--- src/hbs_map.svh ---
`ifndef HBS_MAP_SVH
`define HBS_MAP_SVH
`define HBS_WORD_BITS      16
`define HBS_BIT_OVERVOLTAGE_LOCKOUT_ENABLE_EN    15
`define HBS_BIT_OCD_EN     13
`define HBS_BIT_SUPPLY     15
`define HBS_BIT_UNDERLOAD  14
`define HBS_BIT_OVERLOAD   13
`define HBS_BIT_DRV_HI     6
`define HBS_BIT_DRV_LO     1
`define HBS_BIT_SRR        0
`define HBS_BIT_THERMAL    0
`define HBS_FILTER_NS      1000
`define HBS_CLK_NS         100
`define HBS_FILTER_CYC     ((`HBS_FILTER_NS + `HBS_CLK_NS - 1) / `HBS_CLK_NS)
`define HBS_HALF_DIV       4
`define HBS_CMD_WRITE      16'h0000
`define HBS_CMD_READ_RX    16'h0004
`define HBS_CMD_READ_STAT  16'h0008
`define HBS_CMD_FRAMES     16'h000C
`endif

--- src/hbs_link_if.sv ---
`timescale 1ns/1ps
interface hbs_link_if;
	logic chip_select_n;
	logic sclk;
	logic sdi;
	logic sdo;
	logic sdo_oe_n;
	logic sdo_wire;
	// released pin has no pull: show the inverse so an off-frame sample is caught
	assign sdo_wire = sdo_oe_n ? ~sdo : sdo;
	modport device (input chip_select_n, input sclk, input sdi, output sdo, output sdo_oe_n);
	modport host (output chip_select_n, output sclk, output sdi, input sdo_wire);
endinterface

--- src/hbs_device.sv ---
// Design decisions made here: the placing of the registers and the strobed register port.
`timescale 1ns/1ps
`include "hbs_map.svh"
module hbs_device (
	input  wire logic       clk_sys,
	input  wire logic       nrst,
	hbs_link_if.device      link,
	input  wire logic       overvoltage,
	input  wire logic       undervoltage_lockout,
	input  wire logic [5:0] overcurrent,
	input  wire logic [5:0] underload,
	input  wire logic       thermal_warm,
	output logic      [5:0] drive_on,
	output logic            overvoltage_lockout_enable,
	output logic            overcurrent_shutdown_enable
);
	logic [2:0] pins_s;
	logic       csn_s, sck_s, sdi_s;
	// select idles high: a zero reset value would fake a select fall at release
	hbs_sync #(.W(3), .RST(3'h4)) u_sync (
		.clk_sys  (clk_sys),
		.nrst     (nrst),
		.async_in ({link.chip_select_n, link.sclk, link.sdi}),
		.sync_out (pins_s)
	);
	assign {csn_s, sck_s, sdi_s} = pins_s;

	// fault detectors are levels from outside this clock domain
	logic [14:0] flt_s;
	logic        ov_s, undervoltage_lockout_s, warm_s;
	logic [5:0]  oc_s, ul_s;
	hbs_sync #(.W(15), .RST(15'h0000)) u_sync_flt (
		.clk_sys  (clk_sys),
		.nrst     (nrst),
		.async_in ({overvoltage, undervoltage_lockout, overcurrent, underload, thermal_warm}),
		.sync_out (flt_s)
	);
	assign {ov_s, undervoltage_lockout_s, oc_s, ul_s, warm_s} = flt_s;

	logic [15:0] shift_q, shift_d;
	logic [15:0] txsh_q, txsh_d;
	logic [3:0]  cnt_q, cnt_d;
	logic        csn_q, sck_q;
	logic        any_q, any_d;
	logic [5:0]  prog_q, prog_d;
	logic [5:0]  latchoff_q, latchoff_d;
	logic        overvoltage_lockout_enable_q, overvoltage_lockout_enable_d, ocd_q, ocd_d;
	logic        psf_q, psf_d, uld_q, uld_d, old_q, old_d, tw_q, tw_d;
	logic [15:0] filt_q, filt_d;
	logic        sdo_q, sdo_d, oen_q, oen_d;
	logic [5:0]  drv_q, drv_d;

	function automatic logic [15:0] status_word(input logic [5:0] st, input logic p,
		input logic u, input logic o, input logic t);
		logic [15:0] w;
		w = 16'h0000;
		w[`HBS_BIT_SUPPLY]    = p;
		w[`HBS_BIT_UNDERLOAD] = u;
		w[`HBS_BIT_OVERLOAD]  = o;
		w[`HBS_BIT_DRV_HI:`HBS_BIT_DRV_LO] = st;
		w[`HBS_BIT_THERMAL]   = t;
		return w;
	endfunction

	always_comb begin
		logic cs_fall, cs_rise, rise, fall, valid, filt_ok;
		cs_fall = csn_q && !csn_s;
		cs_rise = !csn_q && csn_s;
		rise = !csn_s && sck_s && !sck_q;
		fall = !csn_s && !sck_s && sck_q;
		// a frame with no clock at all must not apply the stale shift register again
		valid = cs_rise && any_q && (cnt_q == 4'h0) && !sck_s;
		filt_ok = (filt_q == 16'h0000);
		shift_d = shift_q;
		txsh_d = txsh_q;
		cnt_d = cnt_q;
		any_d = any_q;
		sdo_d = sdo_q;
		oen_d = csn_s;
		prog_d = prog_q;
		overvoltage_lockout_enable_d = overvoltage_lockout_enable_q;
		ocd_d = ocd_q;
		latchoff_d = latchoff_q;
		psf_d = psf_q;
		uld_d = uld_q;
		old_d = old_q;
		tw_d = tw_q;
		filt_d = filt_ok ? filt_q : filt_q - 16'h0001;
		if (cs_fall) begin
			cnt_d = 4'h0;
			any_d = 1'b0;
			txsh_d = status_word(drv_q, psf_q, uld_q, old_q, tw_q);
			sdo_d = txsh_d[0];
		end
		if (fall) begin
			shift_d = {sdi_s, shift_q[15:1]};
			// the bit sampled here leaves on sdo fifteen clock rises later, for chaining
			txsh_d[15] = sdi_s;
		end
		if (rise) begin
			cnt_d = cnt_q + 4'h1;
			any_d = 1'b1;
			txsh_d = {1'b0, txsh_q[15:1]};
			sdo_d = txsh_q[1];
		end
		if (valid) begin
			overvoltage_lockout_enable_d = shift_q[`HBS_BIT_OVERVOLTAGE_LOCKOUT_ENABLE_EN];
			ocd_d = shift_q[`HBS_BIT_OCD_EN];
			prog_d = shift_q[`HBS_BIT_DRV_HI:`HBS_BIT_DRV_LO];
			psf_d = 1'b0;
			uld_d = 1'b0;
			old_d = 1'b0;
			filt_d = 16'(`HBS_FILTER_CYC);
			if (shift_q[`HBS_BIT_SRR]) begin
				tw_d = 1'b0;
				latchoff_d = 6'h00;
			end
		end else if (filt_ok) begin
			// set beats any clear that is not a valid frame
			if (ov_s || undervoltage_lockout_s)
				psf_d = 1'b1;
			if (|(ul_s & drv_q))
				uld_d = 1'b1;
			if (|(oc_s & drv_q))
				old_d = 1'b1;
			if (ocd_q)
				latchoff_d = latchoff_q | (oc_s & drv_q);
			if (warm_s)
				tw_d = 1'b1;
		end
		drv_d = (overvoltage_lockout_enable_q && ov_s) || undervoltage_lockout_s ? 6'h00
			: prog_q & ~latchoff_q;
	end

	always_ff @(posedge clk_sys or negedge nrst) begin
		if (!nrst) begin
			shift_q <= 16'h0000;
			txsh_q <= 16'h0000;
			cnt_q <= 4'h0;
			any_q <= 1'b0;
			csn_q <= 1'b1;
			sck_q <= 1'b0;
			prog_q <= 6'h00;
			latchoff_q <= 6'h00;
			overvoltage_lockout_enable_q <= 1'b0;
			ocd_q <= 1'b0;
			psf_q <= 1'b0;
			uld_q <= 1'b0;
			old_q <= 1'b0;
			tw_q <= 1'b0;
			filt_q <= 16'h0000;
			sdo_q <= 1'b0;
			oen_q <= 1'b1;
			drv_q <= 6'h00;
		end else begin
			shift_q <= shift_d;
			txsh_q <= txsh_d;
			cnt_q <= cnt_d;
			any_q <= any_d;
			csn_q <= csn_s;
			sck_q <= sck_s;
			prog_q <= prog_d;
			latchoff_q <= latchoff_d;
			overvoltage_lockout_enable_q <= overvoltage_lockout_enable_d;
			ocd_q <= ocd_d;
			psf_q <= psf_d;
			uld_q <= uld_d;
			old_q <= old_d;
			tw_q <= tw_d;
			filt_q <= filt_d;
			sdo_q <= sdo_d;
			oen_q <= oen_d;
			drv_q <= drv_d;
		end
	end

	assign link.sdo = sdo_q;
	assign link.sdo_oe_n = oen_q;
	assign drive_on = drv_q;
	assign overvoltage_lockout_enable = overvoltage_lockout_enable_q;
	assign overcurrent_shutdown_enable = ocd_q;
endmodule

--- src/hbs_sync.sv ---
`timescale 1ns/1ps
module hbs_sync #(
	parameter int           W   = 3,
	parameter logic [W-1:0] RST = '0
) (
	input  wire logic         clk_sys,
	input  wire logic         nrst,
	input  wire logic [W-1:0] async_in,
	output logic      [W-1:0] sync_out
);
	logic [W-1:0] meta_q;
	logic [W-1:0] sync_q;
	always_ff @(posedge clk_sys or negedge nrst) begin
		if (!nrst) begin
			// reset to RST, the pins' idle level where the instance sets it (the device's pin sync), so no edge appears there at release
			meta_q <= RST;
			sync_q <= RST;
		end else begin
			meta_q <= async_in;
			sync_q <= meta_q;
		end
	end
	assign sync_out = sync_q;
endmodule

--- src/flat_wrapper.sv ---
// flat-port wrapper written by rule: the top's interface ports become plain ports
module hbs_device_flat 
  (clk_sys, nrst, overvoltage, undervoltage_lockout, overcurrent, underload, thermal_warm, drive_on, overvoltage_lockout_enable, overcurrent_shutdown_enable, link_chip_select_n, link_sclk, link_sdi, link_sdo, link_sdo_oe_n);
  hbs_link_if link_i ();
  input  wire logic clk_sys;
  input  wire logic nrst;
  input  wire logic overvoltage;
  input  wire logic undervoltage_lockout;
  input  wire logic [5:0] overcurrent;
  input  wire logic [5:0] underload;
  input  wire logic thermal_warm;
  output logic      [5:0] drive_on;
  output logic overvoltage_lockout_enable;
  output logic overcurrent_shutdown_enable;
  input wire logic [$bits(link_i.chip_select_n)-1:0] link_chip_select_n;
  input wire logic [$bits(link_i.sclk)-1:0] link_sclk;
  input wire logic [$bits(link_i.sdi)-1:0] link_sdi;
  output wire logic [$bits(link_i.sdo)-1:0] link_sdo;
  output wire logic [$bits(link_i.sdo_oe_n)-1:0] link_sdo_oe_n;
  assign link_i.chip_select_n = link_chip_select_n;
  assign link_i.sclk = link_sclk;
  assign link_i.sdi = link_sdi;
  assign link_sdo = link_i.sdo;
  assign link_sdo_oe_n = link_i.sdo_oe_n;
  hbs_device u_core (.clk_sys(clk_sys), .nrst(nrst), .link(link_i), .overvoltage(overvoltage), .undervoltage_lockout(undervoltage_lockout), .overcurrent(overcurrent), .underload(underload), .thermal_warm(thermal_warm), .drive_on(drive_on), .overvoltage_lockout_enable(overvoltage_lockout_enable), .overcurrent_shutdown_enable(overcurrent_shutdown_enable));
endmodule
--- config.mk ---
export PLATFORM = sky130hd
export DESIGN_NAME = hbs_device_flat
export DESIGN_NICKNAME = d
export VERILOG_FILES = /design/src/hbs_link_if.sv /design/src/hbs_device.sv /design/src/hbs_sync.sv /design/src/flat_wrapper.sv
export VERILOG_INCLUDE_DIRS = /design/src
export SDC_FILE = /design/constraint.sdc
export NUM_CORES = 1
export LEC_CHECK = 0
export ABC_AREA = 1
export BUFFER_PORTS_ARGS = -buffer_cell sky130_fd_sc_hd__clkbuf_2
export CAP_MARGIN = 20
export CORE_ASPECT_RATIO = 0.6
export CORE_MARGIN = 2
export CORE_UTILIZATION = 32
export DETAILED_ROUTE_END_ITERATION = 12
export GPL_ROUTABILITY_DRIVEN = 0
export PLACE_DENSITY = 0.44
export SYNTH_ARGS = -nofsm -noshare
export SYNTH_HDL_FRONTEND = slang
export SYNTH_SLANG_ARGS = --single-unit
--- constraint.sdc ---
create_clock -name clk_sys -period 2.3 [get_ports clk_sys]
set_clock_uncertainty 0.2 [all_clocks]
set_input_delay 0.46 -clock clk_sys [delete_from_list [all_inputs] [get_ports clk_sys]]
set_output_delay 0.46 -clock clk_sys [all_outputs]
set_load 0.01 [all_outputs]
==> flow_metrics.tcl <==
set metrics [dict create \
    status "completed" \
    num_vias 3324 \
    holdWs_ns 0.148 \
    die_y_um 97.9 \
    tightest_slew_ns 0.485 \
    grt_start_max_net_pins 80 \
    antenna_cells 0 \
    pre_cts_ws_ns 0.262 \
    dr.pass1.iters 4 \
    cp-start-kind "flip-flop" \
    portBuffers 29 \
    clkSinkCount 115 \
    crit_buf_inv 2 \
    io-pin-count 30 \
    yosysTopAreaCellShare_pct 59.6 \
    critical-path-top-delay-family "simple AND/OR/NAND/NOR gates" \
    fp.dieW_um 160 \
    synth_area_um2 4700 \
    critPathMaxFanout 16 \
    min_period_over_period_pct 86.8 \
    grt_usage_pct 14.2 \
    clkSlewWorstSetupHoldPaths_ns 0.05 \
    crit_type "flip-flop to flip-flop" \
    routedWlPerCell_um 13.2 \
    post-synth-top-count-cell "nand2_1" \
    critPathMaxStageDelay_ns 0.41 \
    max_freq_mhz 501 \
    crit_slowest_cell "dfrtp_1" \
    area_growth_syn_to_layout_pct 24.5 \
    critPathRequiredTime_ns 2.42 \
    synth_largest_area_cell "dfrtp_1" \
    htree_levels 4 \
    maxCapViolCount 0 \
    clk-insertion-delay-late_ns 0.40 \
    ant_nets 0 \
    numCtsBuffers 17 \
    ys.flop_type "dfrtp_1" \
    core_um2 14400 \
    vdd_ir_drop_max_uv 384 \
    synthCells 490 \
    fill_cells 1410 \
    cts_tree "done" \
    placed_cells 711 \
    rows 34 \
    finalHoldViolCount 0 \
    ys_seq_area_share_pct 61.3 \
    maxSlewViolCount 0 \
    gr-total-overflow 0 \
    path_cells "inv_1, ha_1, nand2_1, nor2_4, nand2_4, clkinv_4, nor2_4, nand2_1, o21ai_0" \
    synth-async-reset-ratio_pct 100 \
    setup_tns_ns 0 \
    relSlewSlack_pct 67.6 \
    synth_common_cells "132 x nand2_1, 112 x dfrtp_1, 54 x inv_1" \
    instances_no_fill 762 \
    period_needed_ns 2.00 \
    p_per_area_nw_per_um2 1070 \
    min_path_type "flip-flop to flip-flop" \
    syn_nets 513 \
    yosysWarnings 0 \
    grt_pass1_vias 3368 \
    dieArea_um2 15700 \
    start_util_pct 32.6 \
    synth_cell_type_count 30 \
    post-route-util_pct 40.6 \
    viasPerCell 4.36 \
    drcViolationCount 0 \
    routed_wl_um 10100 \
    netlist_top_cells_area "dfrtp_1 60%, nand2_1 11%, inv_1 4.3%, o21ai_0 4.0%, nand3_1 3.8%" \
    ys_ff_latch 115 \
    leakage_nw 2.89 \
    synth_edf_count 0 \
    dp_hpwl_um 6920 \
    worstPathArrival_ns 2.12 \
    cts.path.max_buffers 2 \
    setup_ws_ns 0.304 \
    antenna_found_initial 0 \
    nets 574 \
    postSynthAreaPerCell_um2 9.59 \
    grt_pass1_wl_um 17200 \
    drt_iter0_drc 219 \
    rsz0062_at_grt "no" \
    finalSetupViolCount 0 \
    postCtsSetupRepairBufs 0 \
    root_buffer "clkbuf_16" \
    crit_path_end_kind "flip-flop" \
    drive_gt1_share_pct 20.6 \
]
## sequential cells by signal, indices dropped and copies added (netlist names), 3 cells and up
signal and count:
u_core.cnt_q 4, u_core.drive_on 6, u_core.filt_q 16, u_core.latchoff_q 6, u_core.prog_q 6, u_core.shift_q 16
u_core.txsh_q 16, u_core.u_sync.meta_q 3, u_core.u_sync.sync_out 3, u_core.u_sync_flt.meta_q 15, u_core.u_sync_flt.sync_out 15
## power by group
part	internal, W	switching, W	total (W)
Combinational	0.000391	0.000675	0.00107
Clock	0.00176	0.000919	0.00268
Sequential	0.00229	0.000222	0.00251
## cell usage in the layout, fill, tap and decap left out, types with 4 or more instances in the layout
master and n:
or2_2 7, dlygate4sd3_1 19, clkbuf_2 28, nor2_1 24, inv_1 54, dfrtp_1 112, a21oi_1 7, nand3_1 36
o22ai_1 5, nand2_1 132, nor2_4 4, buf_4 5, nor2_2 21, nand2_4 5, nand4_1 6, clkbuf_16 17
o21ai_0 38, nand2_2 5
## layer usage
metal  vias up  GRT usage [%]  share of wire [%]
met1      1601           21.3                 57
met2        44           19.3                 40
met3         4           4.29                3.2
met5         -              0                  0
met4         0           5.13               0.52
li1       1675              -                  -
## cell families (layout without fill, tap and decap cells)
kind of cell	Yosys count	count (layout)	share of synthesized area, %
AND/OR/NAND/NOR	247	247	24.7
AO/OA/AOI/OAI	55	55	6.26
XOR/XNOR	1	1	0.186
adder cells (fa/ha/maj)	3	3	0.799
flip-flops	115	115	61.3
buffers and inverters	69	143	6.79
## final timing paths
| kind | start | to | slack, ns | cells past startpoint |
|---|---|---|---|---|
| max reg2reg | u_core.cnt_q[0] | u_core.filt_q[0] | 0.30 | 9 |
| max in group asynchronous | nrst | u_core.filt_q[11] | 1.07 | 3 |
| min | u_core.u_sync_flt.meta_q[9] | u_core.u_sync_flt.sync_out[9] | 0.15 | 0 |
| min reg2reg | u_core.u_sync_flt.meta_q[9] | u_core.u_sync_flt.sync_out[9] | 0.15 | 0 |
| min in group asynchronous | nrst | u_core.u_sync.sync_out[1] | 0.42 | 3 |
| max | u_core.cnt_q[0] | u_core.filt_q[0] | 0.30 | 9 |
## cell type report
cell class / instances / area [um2] / area share [%]
Sequential cell: 115 / 2880 / 49.3
Multi-Input combinational cell: 306 / 1500 / 25.6
Clock buffer: 20 / 457 / 7.81
Timing Repair Buffer: 53 / 388 / 6.63
Tap cell: 198 / 248 / 4.24
Inverter: 58 / 223 / 3.81
Clock inverter: 12 / 154 / 2.63
## stage by stage
step | power (W) | area [um2]
after floorplan | 0.00327 | 4700
after global placement | 0.00357 | 5050
after CTS | 0.00635 | 5850
final | 0.00625 | 5850
after global routing | 0.00663 | 5850
after detailed placement | 0.00358 | 5050
## timing repair
item,4_1_cts,5_1_grt
hold buffers,19,0
hold endpoints to repair,130,0
gates resized for setup,0,0
(Power assumes the default switching activity.)
